File: src/pdt_cfg.svh
// Purpose: offsets, field positions, reset values and counts of the timer core
// Assumes: included by its bare name
// Notes: definitions only
`ifndef PDT_CFG_SVH
`define PDT_CFG_SVH

// register regions and words (byte addresses, addr[11:5] picks a region)
`define PDT_CTRL_REGION 7'h00
`define PDT_DATA_REGION 7'h01
`define PDT_MODE_OFF 12'h040
`define PDT_FLAG_OFF 12'h044

// control word fields
`define PDT_RUN_BIT 0
`define PDT_GATE_BIT 1
`define PDT_OSC_BIT 2
`define PDT_DIV_LSB 3
`define PDT_SRC_BIT 6
`define PDT_PRESET_BIT 7

// data word fields
`define PDT_RELOAD_LSB 0
`define PDT_CMP_LSB 8
`define PDT_COUNT_LSB 16

// reset values
`define PDT_RELOAD_RST 8'hff
`define PDT_CMP_RST 8'h00
`define PDT_COUNT_RST 8'hff

// noise rejector width in slow oscillator periods
`define PDT_FILT_SLOW_TICKS 5'h10

// bus answers
`define PDT_RESP_OKAY 2'h0
`define PDT_RESP_SLVERR 2'h2

`endif

File: src/pdt_pkg.sv
// Purpose: types shared by the timer core
// Assumes: nothing
// Notes: field layout of the control word lives in pdt_cfg.svh
package pdt_pkg;
	typedef struct packed {
		logic input_source_select;
		logic [2:0] division_ratio_field;
		logic oscillator_source_select;
		logic prescaler_clock_gate;
		logic run_control;
	} pdt_ctrl_t;

	typedef struct packed {
		logic [7:0] compare_match;
		logic [7:0] underflow;
	} pdt_evt_t;
endpackage

File: src/pdt_core.sv
// Purpose: eight 8-bit down timers, pairable to 16 bits, with AXI4-Lite registers
// Assumes: both oscillators and the port pins run well below half of ref_clk
// Notes: oscillator and pin edges are sampled, so each count lags by ~3 cycles
// How it works
// - external source counts port pin pulses
// - filter drops pulses under 16 slow periods
// - filter disabled passes pin straight through
// - oscillator select one slow, zero fast
// - fast divisions 1,2,8,32,64,256,1024,4096
// - slow divisions 1,2,4,8,16,32,64,128
// - prescaled clock passes only while gate set
// - paired high half clocked by low underflow
// - reload register readable, writable, resets FFH
// - preset one copies reload into counter
// - paired preset through low; high preset ignored
// - underflow reloads counter from reload value
// - compare register readable, writable, resets 00H
// - compare match when count equals compare
// - run one counts, run zero blocks clock
// - stop and restart keep counter contents
// - paired low run controls both; high ignored
// - counter readable any time, no disturbance
// - events never halt; continue after reload
// - decrement and underflow on pin falling edge; oscillator-sourced counts on oscillator rising edge
// - paired mode flags only on high half
`timescale 1ns/1ps
`include "pdt_cfg.svh"

module pdt_core (
	// clock and reset
	input wire logic ref_clk,
	input wire logic rst,
	// axi4-lite write address
	input wire logic [11:0] s_axi_awaddr,
	input wire logic s_axi_awvalid,
	output logic s_axi_awready,
	// axi4-lite write data
	input wire logic [31:0] s_axi_wdata,
	input wire logic [3:0] s_axi_wstrb,
	input wire logic s_axi_wvalid,
	output logic s_axi_wready,
	// axi4-lite write response
	output logic [1:0] s_axi_bresp,
	output logic s_axi_bvalid,
	input wire logic s_axi_bready,
	// axi4-lite read address
	input wire logic [11:0] s_axi_araddr,
	input wire logic s_axi_arvalid,
	output logic s_axi_arready,
	// axi4-lite read data
	output logic [31:0] s_axi_rdata,
	output logic [1:0] s_axi_rresp,
	output logic s_axi_rvalid,
	input wire logic s_axi_rready,
	// oscillators and port pins
	input wire logic slow_oscillator,
	input wire logic fast_oscillator,
	input wire logic [3:0] input_port_pin,
	// one-cycle event pulses
	output pdt_pkg::pdt_evt_t count_event
);
	import pdt_pkg::*;

	pdt_ctrl_t ctrl [0:7];
	logic [7:0] reload_value_reg [0:7];
	logic [7:0] compare_value_reg [0:7];
	logic [7:0][7:0] count_read_buffer;
	logic [3:0] pair_mode;
	logic [3:0] clock_filter_enable;
	logic [7:0] preset_strobe;
	pdt_evt_t flags;
	pdt_evt_t next_event;

	logic [1:0] slow_sync;
	logic [1:0] fast_sync;
	logic slow_d;
	logic fast_d;
	logic slow_tick;
	logic fast_tick;
	logic [3:0] pin_s1;
	logic [3:0] pin_s2;
	logic [3:0] external_count_clock;
	logic [7:0] internal_prescaled_clock;
	logic [7:0] timer_tick;

	// axi holding state
	logic aw_full;
	logic w_full;
	logic [11:0] wr_addr;
	logic [31:0] wr_data;
	logic [3:0] wr_strb;
	logic do_write;
	logic wr_ok;
	logic rd_ok;
	logic [31:0] rd_word;
	logic [2:0] wr_idx;
	logic [2:0] rd_idx;

	// fast table; slow ratios are plain powers of two
	function automatic logic [11:0] div_limit(input logic slow, input logic [2:0] d);
		logic [11:0] lim;
		lim = 12'h000;
		if (slow) begin
			lim = 12'hfff >> (4'hc - {1'b0, d});
		end else begin
			unique case (d)
				3'h0: lim = 12'h000;
				3'h1: lim = 12'h001;
				3'h2: lim = 12'h007;
				3'h3: lim = 12'h01f;
				3'h4: lim = 12'h03f;
				3'h5: lim = 12'h0ff;
				3'h6: lim = 12'h3ff;
				3'h7: lim = 12'hfff;
			endcase
		end
		return lim;
	endfunction

	// oscillator and pin synchronisers
	always_ff @(posedge ref_clk) begin
		if (rst) begin
			slow_sync <= 2'h0;
			fast_sync <= 2'h0;
			slow_d <= 1'b0;
			fast_d <= 1'b0;
			pin_s1 <= 4'h0;
			pin_s2 <= 4'h0;
		end else begin
			slow_sync <= {slow_sync[0], slow_oscillator};
			fast_sync <= {fast_sync[0], fast_oscillator};
			slow_d <= slow_sync[1];
			fast_d <= fast_sync[1];
			pin_s1 <= input_port_pin;
			pin_s2 <= pin_s1;
		end
	end

	assign slow_tick = slow_sync[1] & ~slow_d;
	assign fast_tick = fast_sync[1] & ~fast_d;

	// noise rejector per external input
	generate
		for (genvar i = 0; i < 4; i++) begin : g_in
			logic [4:0] fcnt;
			logic flevel;
			logic lvl_d;
			always_ff @(posedge ref_clk) begin
				if (rst) begin
					fcnt <= 5'h00;
					flevel <= 1'b0;
				end else if (!clock_filter_enable[i]) begin
					flevel <= pin_s2[i];
					fcnt <= 5'h00;
				end else if (pin_s2[i] == flevel) begin
					fcnt <= 5'h00;
				end else if (slow_tick) begin
					// level must hold for the full width before it is believed
					if (fcnt == `PDT_FILT_SLOW_TICKS - 5'h01) begin
						flevel <= pin_s2[i];
						fcnt <= 5'h00;
					end else begin
						fcnt <= fcnt + 5'h01;
					end
				end
			end
			always_ff @(posedge ref_clk) begin
				if (rst) begin
					lvl_d <= 1'b0;
				end else begin
					lvl_d <= flevel;
				end
			end
			// counting happens on the falling edge of the input clock
			assign external_count_clock[i] = lvl_d & ~flevel;
		end
	endgenerate

	// prescaler and source selection per timer
	generate
		for (genvar t = 0; t < 8; t++) begin : g_tm
			logic [11:0] pcnt;
			logic [11:0] lim;
			logic src_tick;
			assign lim = div_limit(ctrl[t].oscillator_source_select,
				ctrl[t].division_ratio_field);
			assign src_tick = ctrl[t].oscillator_source_select ? slow_tick : fast_tick;
			always_ff @(posedge ref_clk) begin
				if (rst || !ctrl[t].prescaler_clock_gate) begin
					pcnt <= 12'h000;
				end else if (src_tick) begin
					if (pcnt >= lim) begin
						pcnt <= 12'h000;
					end else begin
						pcnt <= pcnt + 12'h001;
					end
				end
			end
			assign internal_prescaled_clock[t] = ctrl[t].prescaler_clock_gate
				& src_tick & (pcnt >= lim);
			assign timer_tick[t] = ctrl[t].input_source_select
				? external_count_clock[t / 2] : internal_prescaled_clock[t];
		end
	endgenerate

	// counting per pair; even timer is the low half
	generate
		for (genvar p = 0; p < 4; p++) begin : g_pr
			localparam int LO = 2 * p;
			localparam int HI = 2 * p + 1;
			logic [7:0] cnt_lo;
			logic [7:0] cnt_hi;
			logic [15:0] c16;
			logic [15:0] rl16;
			logic [15:0] next_c16;
			logic [7:0] next_lo;
			logic [7:0] next_hi;
			logic tick_lo;
			logic tick_hi;

			assign c16 = {cnt_hi, cnt_lo};
			assign rl16 = {reload_value_reg[HI], reload_value_reg[LO]};
			// zero wraps to the reload value instead of FF
			assign next_c16 = (c16 == 16'h0000) ? rl16 : c16 - 16'h0001;
			assign next_lo = (cnt_lo == 8'h00) ? reload_value_reg[LO] : cnt_lo - 8'h01;
			assign next_hi = (cnt_hi == 8'h00) ? reload_value_reg[HI] : cnt_hi - 8'h01;
			assign tick_lo = timer_tick[LO] & ctrl[LO].run_control;
			assign tick_hi = timer_tick[HI] & ctrl[HI].run_control;

			always_ff @(posedge ref_clk) begin
				if (rst) begin
					cnt_lo <= `PDT_COUNT_RST;
					cnt_hi <= `PDT_COUNT_RST;
				end else if (pair_mode[p]) begin
					// high half follows low underflow; its own clock and run unused
					if (preset_strobe[LO]) begin
						{cnt_hi, cnt_lo} <= rl16;
					end else if (tick_lo) begin
						{cnt_hi, cnt_lo} <= next_c16;
					end
				end else begin
					if (preset_strobe[LO]) begin
						cnt_lo <= reload_value_reg[LO];
					end else if (tick_lo) begin
						cnt_lo <= next_lo;
					end
					// stopped timers simply keep their value
					if (preset_strobe[HI]) begin
						cnt_hi <= reload_value_reg[HI];
					end else if (tick_hi) begin
						cnt_hi <= next_hi;
					end
				end
			end

			always_comb begin
				next_event.underflow[LO] = 1'b0;
				next_event.underflow[HI] = 1'b0;
				next_event.compare_match[LO] = 1'b0;
				next_event.compare_match[HI] = 1'b0;
				if (pair_mode[p]) begin
					if (tick_lo && !preset_strobe[LO]) begin
						next_event.underflow[HI] = (c16 == 16'h0000);
						next_event.compare_match[HI] = (next_c16
							== {compare_value_reg[HI], compare_value_reg[LO]});
					end
				end else begin
					if (tick_lo && !preset_strobe[LO]) begin
						next_event.underflow[LO] = (cnt_lo == 8'h00);
						next_event.compare_match[LO] = (next_lo == compare_value_reg[LO]);
					end
					if (tick_hi && !preset_strobe[HI]) begin
						next_event.underflow[HI] = (cnt_hi == 8'h00);
						next_event.compare_match[HI] = (next_hi == compare_value_reg[HI]);
					end
				end
			end

			assign count_read_buffer[LO] = cnt_lo;
			assign count_read_buffer[HI] = cnt_hi;
		end
	endgenerate

	// event pulses and sticky flags
	always_ff @(posedge ref_clk) begin
		if (rst) begin
			count_event <= '0;
		end else begin
			count_event <= next_event;
		end
	end

	always_ff @(posedge ref_clk) begin
		if (rst) begin
			flags <= '0;
		end else if (do_write && wr_addr == `PDT_FLAG_OFF) begin
			// a new event beats a clear in the same cycle
			flags.underflow <= (flags.underflow
				& ~(wr_data[7:0] & {8{wr_strb[0]}})) | count_event.underflow;
			flags.compare_match <= (flags.compare_match
				& ~(wr_data[15:8] & {8{wr_strb[1]}})) | count_event.compare_match;
		end else begin
			flags <= flags | count_event;
		end
	end

	// axi write channels, taken in either order
	assign s_axi_awready = !aw_full;
	assign s_axi_wready = !w_full;
	assign do_write = aw_full && w_full && !s_axi_bvalid;
	assign wr_idx = wr_addr[4:2];
	assign wr_ok = (wr_addr[11:5] == `PDT_CTRL_REGION)
		|| (wr_addr[11:5] == `PDT_DATA_REGION)
		|| (wr_addr == `PDT_MODE_OFF) || (wr_addr == `PDT_FLAG_OFF);

	always_ff @(posedge ref_clk) begin
		if (rst) begin
			aw_full <= 1'b0;
			wr_addr <= 12'h000;
		end else if (s_axi_awvalid && s_axi_awready) begin
			aw_full <= 1'b1;
			wr_addr <= {s_axi_awaddr[11:2], 2'h0};
		end else if (do_write) begin
			aw_full <= 1'b0;
		end
	end

	always_ff @(posedge ref_clk) begin
		if (rst) begin
			w_full <= 1'b0;
			wr_data <= 32'h0000_0000;
			wr_strb <= 4'h0;
		end else if (s_axi_wvalid && s_axi_wready) begin
			w_full <= 1'b1;
			wr_data <= s_axi_wdata;
			wr_strb <= s_axi_wstrb;
		end else if (do_write) begin
			w_full <= 1'b0;
		end
	end

	always_ff @(posedge ref_clk) begin
		if (rst) begin
			s_axi_bvalid <= 1'b0;
			s_axi_bresp <= `PDT_RESP_OKAY;
		end else if (do_write) begin
			s_axi_bvalid <= 1'b1;
			s_axi_bresp <= wr_ok ? `PDT_RESP_OKAY : `PDT_RESP_SLVERR;
		end else if (s_axi_bready) begin
			s_axi_bvalid <= 1'b0;
		end
	end

	// control, reload and compare registers
	always_ff @(posedge ref_clk) begin
		if (rst) begin
			for (int k = 0; k < 8; k++) begin
				ctrl[k] <= '0;
				reload_value_reg[k] <= `PDT_RELOAD_RST;
				compare_value_reg[k] <= `PDT_CMP_RST;
			end
		end else if (do_write && wr_addr[11:5] == `PDT_CTRL_REGION && wr_strb[0]) begin
			ctrl[wr_idx].run_control <= wr_data[`PDT_RUN_BIT];
			ctrl[wr_idx].prescaler_clock_gate <= wr_data[`PDT_GATE_BIT];
			ctrl[wr_idx].oscillator_source_select <= wr_data[`PDT_OSC_BIT];
			ctrl[wr_idx].division_ratio_field <= wr_data[`PDT_DIV_LSB +: 3];
			ctrl[wr_idx].input_source_select <= wr_data[`PDT_SRC_BIT];
		end else if (do_write && wr_addr[11:5] == `PDT_DATA_REGION) begin
			// a reload write right after underflow may race the reload
			if (wr_strb[0]) begin
				reload_value_reg[wr_idx] <= wr_data[`PDT_RELOAD_LSB +: 8];
			end
			if (wr_strb[1]) begin
				compare_value_reg[wr_idx] <= wr_data[`PDT_CMP_LSB +: 8];
			end
		end
	end

	// preset is a one-cycle strobe, never stored
	always_ff @(posedge ref_clk) begin
		if (rst) begin
			preset_strobe <= 8'h00;
		end else begin
			preset_strobe <= 8'h00;
			if (do_write && wr_addr[11:5] == `PDT_CTRL_REGION && wr_strb[0]
				&& wr_data[`PDT_PRESET_BIT]) begin
				preset_strobe[wr_idx] <= 1'b1;
			end
		end
	end

	always_ff @(posedge ref_clk) begin
		if (rst) begin
			pair_mode <= 4'h0;
			clock_filter_enable <= 4'h0;
		end else if (do_write && wr_addr == `PDT_MODE_OFF && wr_strb[0]) begin
			pair_mode <= wr_data[3:0];
			clock_filter_enable <= wr_data[7:4];
		end
	end

	// read path
	assign s_axi_arready = !s_axi_rvalid;
	assign rd_idx = s_axi_araddr[4:2];

	always_comb begin
		rd_word = 32'h0000_0000;
		rd_ok = 1'b1;
		if (s_axi_araddr[11:5] == `PDT_CTRL_REGION) begin
			rd_word[`PDT_RUN_BIT] = ctrl[rd_idx].run_control;
			rd_word[`PDT_GATE_BIT] = ctrl[rd_idx].prescaler_clock_gate;
			rd_word[`PDT_OSC_BIT] = ctrl[rd_idx].oscillator_source_select;
			rd_word[`PDT_DIV_LSB +: 3] = ctrl[rd_idx].division_ratio_field;
			rd_word[`PDT_SRC_BIT] = ctrl[rd_idx].input_source_select;
		end else if (s_axi_araddr[11:5] == `PDT_DATA_REGION) begin
			rd_word[`PDT_RELOAD_LSB +: 8] = reload_value_reg[rd_idx];
			rd_word[`PDT_CMP_LSB +: 8] = compare_value_reg[rd_idx];
			rd_word[`PDT_COUNT_LSB +: 8] = count_read_buffer[rd_idx];
		end else if (s_axi_araddr[11:2] == `PDT_MODE_OFF >> 2) begin
			rd_word[7:0] = {clock_filter_enable, pair_mode};
		end else if (s_axi_araddr[11:2] == `PDT_FLAG_OFF >> 2) begin
			rd_word[15:0] = flags;
		end else begin
			rd_ok = 1'b0;
		end
	end

	always_ff @(posedge ref_clk) begin
		if (rst) begin
			s_axi_rvalid <= 1'b0;
			s_axi_rdata <= 32'h0000_0000;
			s_axi_rresp <= `PDT_RESP_OKAY;
		end else if (s_axi_arvalid && s_axi_arready) begin
			s_axi_rvalid <= 1'b1;
			s_axi_rdata <= rd_word;
			s_axi_rresp <= rd_ok ? `PDT_RESP_OKAY : `PDT_RESP_SLVERR;
		end else if (s_axi_rready) begin
			s_axi_rvalid <= 1'b0;
		end
	end
endmodule

File: config.mk
export PLATFORM = sky130hd
export DESIGN_NAME = pdt_core
export DESIGN_NICKNAME = d
export VERILOG_FILES = /design/src/pdt_pkg.sv /design/src/pdt_core.sv
export VERILOG_INCLUDE_DIRS = /design/src
export SDC_FILE = /design/constraint.sdc
export NUM_CORES = 1
export LEC_CHECK = 0
export ABC_AREA = 1
export BUFFER_PORTS_ARGS = -buffer_cell sky130_fd_sc_hd__buf_4
export CORE_MARGIN = 1.5
export CORE_UTILIZATION = 35
export CTS_BUF_LIST = sky130_fd_sc_hd__clkbuf_4
export DETAILED_ROUTE_END_ITERATION = 10
export PLACE_DENSITY = 0.57
export SLEW_MARGIN = 20
export SYNTH_ARGS = -nofsm -noshare
export SYNTH_HDL_FRONTEND = slang
export SYNTH_SLANG_ARGS = --single-unit
File: constraint.sdc
create_clock -name ref_clk -period 4.3 [get_ports ref_clk]
set_input_delay 0.43 -clock ref_clk [delete_from_list [all_inputs] [get_ports ref_clk]]
set_output_delay 0.43 -clock ref_clk [all_outputs]
set_load 0.02 [all_outputs]
* Yosys cells after proc, flatten, opt, wreduce, memory -nomap -nowiden *
Memory sizes are Yosys's and may differ from the RTL's.
Cells that the tools add are included.

word-level totals
  flip-flop bits (word level) = 310
  bits in writable memories = 184
  memory bits (read-only) = 768
  word-level logic and storage cells = 492
  memories = 11

memories
  name              depth  bits a word  read ports  clocked after Yosys merged registers in  wr ports  RTL line         source
  (name not given)  8      12           1           0                                        0         pdt_core.sv:106  unique case (d)
  (name not given)  8      12           1           0                                        0         pdt_core.sv:106
  (name not given)  8      12           1           0                                        0         pdt_core.sv:106
  (name not given)  8      12           1           0                                        0         pdt_core.sv:106
  (name not given)  8      12           1           0                                        0         pdt_core.sv:106
  (name not given)  8      12           1           0                                        0         pdt_core.sv:106
  +5 memories       --     --           --          --                                       --        --

cells by class
  $add $sub $neg = 32
  magnitude comparators = 11
  equal/unequal tests = 42
  shifts and indexed selects = 8
  mux-type cells = 177
  bitwise operators = 54
  reductions and logical operators = 98

operator list
  kind                                                                     number
  8-bit two-way mux                                                        54
  12-bit two-way mux                                                       16
  16-bit two-way mux                                                       7
  12-bit by 1-bit adder with 12-bit output (second input constant)         8
  12-bit >= comparator                                                     8
  12-bit by 4-bit right shift with 12-bit output (first input constant)    8
  1-bit two-way mux                                                        86
  16-bit equality test                                                     4
  8-bit equality test                                                      8
  16-bit logical NOT                                                       4
  8-bit logical NOT                                                        8
  16-bit by 1-bit subtractor with 16-bit output (second input constant)    4
  8-bit by 1-bit subtractor with 8-bit output (second input constant)      8
  10-bit by 5-bit equality test with 1-bit output (second input constant)  4
  8-bit bitwise AND                                                        4
  4-bit by 3-bit subtractor with 4-bit output (first input constant)       8
  1-bit bitwise AND                                                        30
  8-bit binary-select mux with 3-bit select                                1
  3-bit OR reduction                                                       8
  1-bit logical AND                                                        21
  5-bit by 1-bit adder with 5-bit output (second input constant)           4
  5-bit by 4-bit equality test with 1-bit output (second input constant)   4
  1-bit logical NOT                                                        20
  5-bit two-way mux                                                        4
  25 further kinds                                                         91

* Depth between registers and ports, before layout *
Gate-level depths: netlist of the first run.
An unclocked memory read counts as a cell.

  depth after elaboration = 11
  mapped depth = 22

* Worst setup path before layout of the first run *
Ideal clock, no wire load.

  kind = flip-flop to flip-flop
  start point = memory ctrl[6][4] in the netlist's numbering
  end point = register g_pr[3].cnt_hi[0]
  setup time = 134 ps
  arrival = 2895 ps
  data required time = 4166 ps
  path slack = 1272 ps
  cell stages (with the launch flop) = 23
  buffers on the path = 0
  period minus slack after synthesis = 3028 ps
  cells stage by stage = edfxtp_1 inv_1 ha_1 ha_1 inv_1 nor3_1 inv_1 o21ai_0 inv_1 ha_1 nand2_1 inv_1 nand3_1 nor3_1 nand2_1 nand4_1 nand3_1 nand2_1 nand2_1 nand3_2 nand2_1 nand2_1 nand3_1

RTL lines
  item                  RTL line         source
  from (decl)           pdt_core.sv:64   pdt_ctrl_t ctrl [0:7];
  to (signal assigned)  pdt_core.sv:233  cnt_hi <= `PDT_COUNT_RST;
  to (signal assigned)  pdt_core.sv:237  {cnt_hi, cnt_lo} <= rl16;
  to (signal assigned)  pdt_core.sv:239  {cnt_hi, cnt_lo} <= next_c16;
  to (decl)             pdt_core.sv:212  logic [7:0] cnt_hi;

==> metrics.md, run 1 <==
| Metric | Value |
|---|---|
| Post-synthesis sequential area ratio | 36.6% |
| Sinks on Clock Net | 492 |
| Setup-violating endpoint count in the final report | 0 |
| Clock network fraction of total power | 42.8% |
| Global-route congestion overflow total | 0 |
| Post-route non-filler standard cell count | 5,985 |
| Hold wc startpoint | s_axi_araddr[6] |
| Highest fanout seen on the critical path | 9 |
| Count of cells along the worst hold path | 5 |
| DR vias | 32,100 |
| Data arrival time of the critical path | 4610 ps |
| Post-detailed-placement half-perimeter wirelength | 86.6 mm |
| Library cell appearing most often on the critical path | nand2_1 |
| Status | finished, final reports clean |
| Share of total power in sequential cells | 46.4% |
| Count of fill cells added during filler insertion | 9,503 |
| Synthesized area divided by synthesized cell count | 7.12 um2 |
| EDFF count, synth | 184 |
| Number of distinct library cells after synthesis | 67 |
| Area of all placed cells without fillers | 0.0363 mm2 |
| Reg-to-reg startpoint | ctrl[6][4] |
| Switching Power | 3.17 mW |
| Wire length of the first global-routing pass | 176 mm |
| Fraction of layout cells with a size suffix above 1 | 9.99% |
| Vias in the first global route | 29,600 |
| Max Freq | 265 MHz |
| Final critical path time including I/O delays and setup | 3770 ps |
| Clk root buf | clkbuf_4 |
| Count of nets after finishing | 4,930 |
| Initial DRC Count | 3,187 |
| Max capacitance violation total | 0 |
| Tcrit/Tclk final | 87.7% |
| Reg-to-reg slack, setup | 530 ps |
| X dimension of the die | 305 um |
| Num CTS Buffers | 143 |
| Die span in y | 305 um |
| Ys flop type | dfxtp_1 |
| Netlist area before placement | 0.0319 mm2 |
| Worst-case headroom to the max-slew limit | 20.7% |
| Detailed-router iteration count before antenna repair | 6 |
| Number of antenna violations at the first check in global routing | 4 |
| Synthesis-stage register bit count | 492 |
| Final number of hold-violating endpoints | 0 |
| Longest individual stage delay on the worst path | 420 ps |
| Worst Setup End Kind | flip-flop |
| Type of the worst setup path | reg2reg |
| Die Area | 0.0930 mm2 |
| Type of element launching the critical path | flip-flop |
| Number of standard cells after synthesis | 4,483 |
| Floorplan row count | 110 |
| H-tree lvl count | 4 |
| Post-Route Skew | 82.4 ps |
| Yosys synthesis warning count | 0 |
| Overall fraction of global-route tracks in use | 24.7% |
| Setup TNS | 0 ps |
| Final wirelength | 117 mm |
| Clock insertion delay at the later pin of the skew report | 1040 ps |
| Worst setup slack after layout | 528 ps |
| Worst Reg2Reg Path Length in Cells | 22 |
| Worst slew pin tran | 1180 ps |
| Static power due to leakage | 15.3 nW |
| Proportion of total power due to net switching | 29.3% |
| Starting Density | 35.4% |
| Std-Cell Core Area | 0.0901 mm2 |
| Peak ir drop on the vdd network | 0.186 mV |
| Max FFs per register | 96 |
| Cell count after placement | 5,662 |
| Buffer levels on the longest clock path | 3 |
| Area growth syn-to-layout | 13.7% |
| Final weighted congestion in routability-driven placement | 0.943 |
| Antenna Violating Nets Remaining | 0 |
| Leading cell types in the layout, fill and taps excluded | nand2_1, nor2_1, inv_1, o21ai_0, a21oi_1 |
| Unrepaired setup endpoints after global routing | no |
| # port buffers | 97 |
| Post-place instance area | 0.0338 mm2 |
| Pre-CTS WS | 534 ps |
| Class of the tightest hold or removal check | in2reg |
| Most common cell after layout, fill and taps aside | nand2_1 |
| Portion of total power attributed to combinational logic | 10.8% |
| Internal Power | 7.67 mW |
| Final Max Tran Viols | 0 |
| # IOs | 130 |
| Via density per instance | 5.36 |
| Maximum number of pins on one net before global-route repair | 68 |
| Async set-reset flop share out of synthesis | 0% |
| Power Density | 299 mW/mm2 |
| Routed length per placed instance | 19.5 um |
| Hold endpoint | s_axi_rdata[5] |
| Critical path cell sequence | inv_1, ha_1, ha_1, inv_1, nor3_2, inv_1, o21ai_0, inv_1, ha_1, nand2_1, inv_1, nand3_1, nor3_1, nand2_1, nand4_1, nand3_1, nand2_1, nand2_1, nand3_2, nand2_1, nand2_1, nand3_1 |
| Slowest library cell on the worst path | edfxtp_1 |
| Worst endpoint required time | 5140 ps |
| CTS tree | yes |
| Clock-pin slew of the registers on the worst-case setup and hold paths | 60 ps |
| Power consumption | 10.8 mW |
| Combined flip-flop and latch cell area | 0.0117 mm2 |
| Capture point of the worst reg-to-reg path | g_pr[3].cnt_hi[6] |
| Area used by multi-input combinational logic | 0.0175 mm2 |
| Remaining design rule violation count | 0 |
==> repair_timing <==
action                                  in CTS  in global routing
endpoints found under the setup margin       0                  8
buffers inserted                             0                  0
hold buffers                                58                  0
resized for setup                            0                  1
endpoints found under the hold margin       66                  0
==> final cells by class <==
cell class | count | area share [%]
clock inverters | 47 | 0.744
multi-input cells | 3291 | 48.1
well taps | 1176 | 4.05
diodes | 5 | 0.0345
inverters | 554 | 5.73
clock buffers | 213 | 4.40
repair buffers | 207 | 4.75
flip-flops and latches | 492 | 32.2
==> stage by stage <==
step	utilization [%]	hold slack, ps
global placement	37.5	392
detailed placement	37.5	396
CTS	40.3	6.20
floorplan	-	388
finish	40.3	127
global route	40.3	40.6
==> synthesized netlist by cell type, drive strengths merged (23+ instances only) <==
master    n  area (um2)
clkbuf  103         387
nand3   335        1730
edfxtp  184        5530
nor2    582        2320
nor3     89         450
o21ai   376        1930
nand4    47         294
dfxtp   308        6170
clkinv   23        86.3
inv     531        1990
o211ai  115         883
ha      168        2100
xor2     77         674
nand2   924        3520
buf      52         353
a21oi   328        1650
o221ai   37         324
==> cell families after synthesis <==
group | share of synthesized area (%)
AND/OR/NAND/NOR | 27.5
AO/OA/AOI/OAI | 17.8
buffers and inverters | 8.83
flip-flops | 36.6
adder cells (fa/ha/maj) | 6.58
XOR/XNOR | 2.69
other | 0.0117
multiplexers | 0.0314
==> critical path: cells and delay by family, from the launching register on <==
| family | cells | cell delay, ps |
|---|---|---|
| AO/OA/AOI/OAI | 1 | 160 |
| adder cells (fa/ha/maj) | 3 | 780 |
| buffers and inverters | 5 | 420 |
| flip-flops | 1 | 420 |
| AND/OR/NAND/NOR | 13 | 1790 |
==> power by group through the flow <==
stage	logic, mW	registers [mW]	clock network (mW)
finish	1.18	5.03	4.64
global route	1.27	5.03	4.99
CTS	1.15	5.02	4.75
detailed placement	1.10	5.12	0
global placement	1.10	5.12	0
floorplan	0.681	5.08	0
==> worst max path at each step <==
stage / from / cells past startpoint / slack, ps / endpoint
final: ctrl[6][4] / 22 / 530 / g_pr[3].cnt_hi[6]
after CTS: ctrl[6][4] / 22 / 440 / g_pr[3].cnt_hi[7]
after detailed placement: ctrl[6][4] / 22 / 530 / g_pr[3].cnt_hi[1]
after global placement: ctrl[6][4] / 22 / 540 / g_pr[3].cnt_hi[5]
after global routing: ctrl[6][4] / 22 / 20 / g_pr[3].cnt_hi[6]
after floorplan: ctrl[6][4] / 22 / 1270 / g_pr[3].cnt_hi[0]
==> metal layers <==
metal  vias up  track usage (%)  share of wire, %
li1      15600                -                 -
met4         4             9.78               3.5
met1     14800             33.4                45
met2      1354             37.6                43
met5         -                0             0.018
met3       253             5.98               9.1
Power figures use the tool's default switching activity.
==> run 2: changes to the inputs <==
--- a/config.mk
+++ b/config.mk
@@ -8,7 +8,7 @@
 export LEC_CHECK = 0
 export ABC_AREA = 1
 export BUFFER_PORTS_ARGS = -buffer_cell sky130_fd_sc_hd__buf_4
-export CORE_MARGIN = 1.5
+export CORE_MARGIN = 5
 export CORE_UTILIZATION = 35
 export CTS_BUF_LIST = sky130_fd_sc_hd__clkbuf_4
 export DETAILED_ROUTE_END_ITERATION = 10
==> constraint.sdc (replaced) <==
create_clock -name ref_clk -period 4.5 [get_ports ref_clk]
set_input_delay 0.45 -clock ref_clk [delete_from_list [all_inputs] [get_ports ref_clk]]
set_output_delay 0.45 -clock ref_clk [all_outputs]
set_load 0.02 [all_outputs]
==> run 2 against run 1 <==
  * Sequential cell count stayed put
  * Largest power group unchanged
  * Critical endpoint is now g_pr[3].cnt_lo[1]
  * Via count is 0.18% lower
  * Die area is 4.6% higher
==> metrics.md, run 2 (same netlist as run 1, synthesis figures left out) <==
| Metric | Value |
|---|---|
| Status | finished, final reports clean |
| Number of antenna violations at the first check in global routing | 3 (-1) |
| Leading cell types in the layout, fill and taps excluded | nand2_1, nor2_1, inv_1, o21ai_0, a21oi_1 |
| Reg-to-reg startpoint | ctrl[6][4] |
| Initial DRC Count | 3,357 (+5.3%) |
| Post-Route Skew | 72.6 ps (-9.81 ps) |
| Floorplan row count | 110 (unchanged) |
| Final Max Tran Viols | 0 (unchanged) |
| Launch point of the worst path | ctrl[6][4] |
| Static power due to leakage | 15.2 nW (-0.63%) |
| # port buffers | 97 (unchanged) |
| Routed length per placed instance | 19.6 um (+0.41%) |
| Fraction of layout cells with a size suffix above 1 | 9.78% (-0.21 points) |
| Type of element launching the critical path | flip-flop |
| Most common cell after layout, fill and taps aside | nand2_1 |
| Wire length of the first global-routing pass | 175 mm (-0.53%) |
| Maximum number of pins on one net before global-route repair | 57 (-16%) |
| Clock-pin slew of the registers on the worst-case setup and hold paths | 70 ps (about the same) |
| Final wirelength | 117 mm (about the same) |
| Uppermost routed layer | met5 |
| Area growth syn-to-layout | 13.3% |
| Std-Cell Core Area | 0.0903 mm2 (+0.15%) |
| Final critical path time including I/O delays and setup | 3780 ps (+12.7 ps) |
| Utilization after layout | 40.0% (-0.22 points) |
| Worst setup slack after layout | 716 ps (+187 ps) |
| Data arrival time of the critical path | 4650 ps (+40 ps) |
| Final weighted congestion in routability-driven placement | 0.965 (+2.4%) |
| Remaining design rule violation count | 0 (unchanged) |
| Max Freq | 264 MHz (-0.33%) |
| Power consumption | 10.4 mW (-3.8%) |
| Final number of hold-violating endpoints | 0 (unchanged) |
| Tcrit/Tclk final | 84.1% (-3.6 points) |
| Count of nets after finishing | 4,909 (-0.43%) |
| Clk root buf | clkbuf_4 |
| Die span in y | 312 um (+2.3%) |
| Highest fanout seen on the critical path | 11 (+2) |
| Buffer levels on the longest clock path | 3 (unchanged) |
| Hold wc startpoint | s_axi_araddr[11] |
| Met3 Routed Length | 10.7 mm (+1.1%) |
| Type of the worst setup path | reg2reg |
| Worst slew pin tran | 963 ps (-219 ps) |
| Die Area | 0.0974 mm2 (+4.6%) |
| Power Density | 288 mW/mm2 (-3.4%) |
| Peak ir drop on the vdd network | 0.237 mV (+27%) |
| Detailed-router iteration count before antenna repair | 7 (+1) |
| Max capacitance violation total | 0 (unchanged) |
| Overall fraction of global-route tracks in use | 23.1% (-1.6 points) |
| Post-CTS Repair Setup Buffers | 0 (unchanged) |
| Pre-CTS WS | 809 ps (+276 ps) |
| Worst-case headroom to the max-slew limit | 35.6% (+15 points) |
| # IOs | 130 (unchanged) |
| Antenna Violating Nets Remaining | 0 (unchanged) |
| X dimension of the die | 312 um (+2.3%) |
| Setup TNS | 0 ps (unchanged) |
| Class of the tightest hold or removal check | in2reg |
| CTS tree | yes |
| Setup-violating endpoint count in the final report | 0 (unchanged) |
| Starting Density | 35.4% (-0.054 points) |
| Global-route congestion overflow total | 0 (unchanged) |
| Unrepaired setup endpoints after global routing | no |
| DR vias | 32,000 (-0.18%) |
| H-tree lvl count | 4 (unchanged) |
| Worst endpoint required time | 5370 ps (+230 ps) |
| Sinks on Clock Net | 492 (unchanged) |
| Num CTS Buffers | 147 (+2.8%) |
| Post-detailed-placement half-perimeter wirelength | 86.6 mm (about the same) |
| Met1 Routed Length | 52.3 mm (+0.40%) |
| Via density per instance | 5.37 (+0.17%) |
| Vias in the first global route | 29,200 (-1.3%) |
| Routed length on met2 | 49.7 mm (-0.77%) |
| Worst Setup End Kind | flip-flop |
| Clock insertion delay at the later pin of the skew report | 1020 ps (-20 ps) |
| Max FFs per register | 96 (unchanged) |
==> run 2: layout make-up <==
class / count / area (um2)
antenna: 3 / 7.51
sequential: 492 / 11700
clock inverter: 48 / 297
tap: 1176 / 1470
inverter: 554 / 2080
multi-input combinational: 3291 / 17500
timing repair buffer: 182 / 1520
fill: 9555 / 54100
clock buffer: 218 / 1640
==> run 2: what timing repair did <==
action / CTS / global route
hold buffers: 48 / 0
hold endpoints to repair: 65 / 0
resized for setup: 0 / 0
==> run 2: worst paths after layout <==
kind	to	slack [ps]	depth (start not counted)
max	g_pr[3].cnt_lo[1]	720	22
min	s_axi_rdata[3]	150	6
max reg2reg	g_pr[3].cnt_lo[1]	720	22
min reg2reg	fast_sync[1]	390	2
==> run 2: metrics by stage <==
stage / hold slack, ps / instances / area (um2)
4_1_cts: 35.1 / 5961 / 36200
3_5_place_dp: 394 / 5647 / 33700
5_1_grt: 120 / 5962 / 36200
2_1_floorplan: 388 / 4492 / 32000
6_report: 151 / 5964 / 36200
3_3_place_gp: 389 / 5647 / 33700
==> run 2: metal layers <==
layer,GRT usage (%),up-vias
met5,0,-
met4,8.81,2
met3,4.56,238
met2,35.1,1360
met1,32.4,14800
li1,-,15600
==> run 2: worst max-delay path, cell delays in order (launching register included) <==
cell	delay, ps
edfxtp_1	400
inv_1	150
ha_1	230
ha_1	280
inv_1	80
nor3_1	300
inv_1	90
o21ai_0	170
inv_1	60
ha_1	290
nand2_1	60
inv_1	50
nand3_1	80
nor3_1	150
nand2_1	70
nand4_1	120
nand3_1	90
nand2_1	170
nand2_1	130
nand2_1	380
inv_1	160
nand2_1	90
nand3_1	70
==> run 2: power by group <==
group          internal, mW  switching (mW)  total [mW]
Sequential             4.70           0.100        4.80
Clock                  2.40            2.12        4.52
Combinational         0.318           0.787        1.11
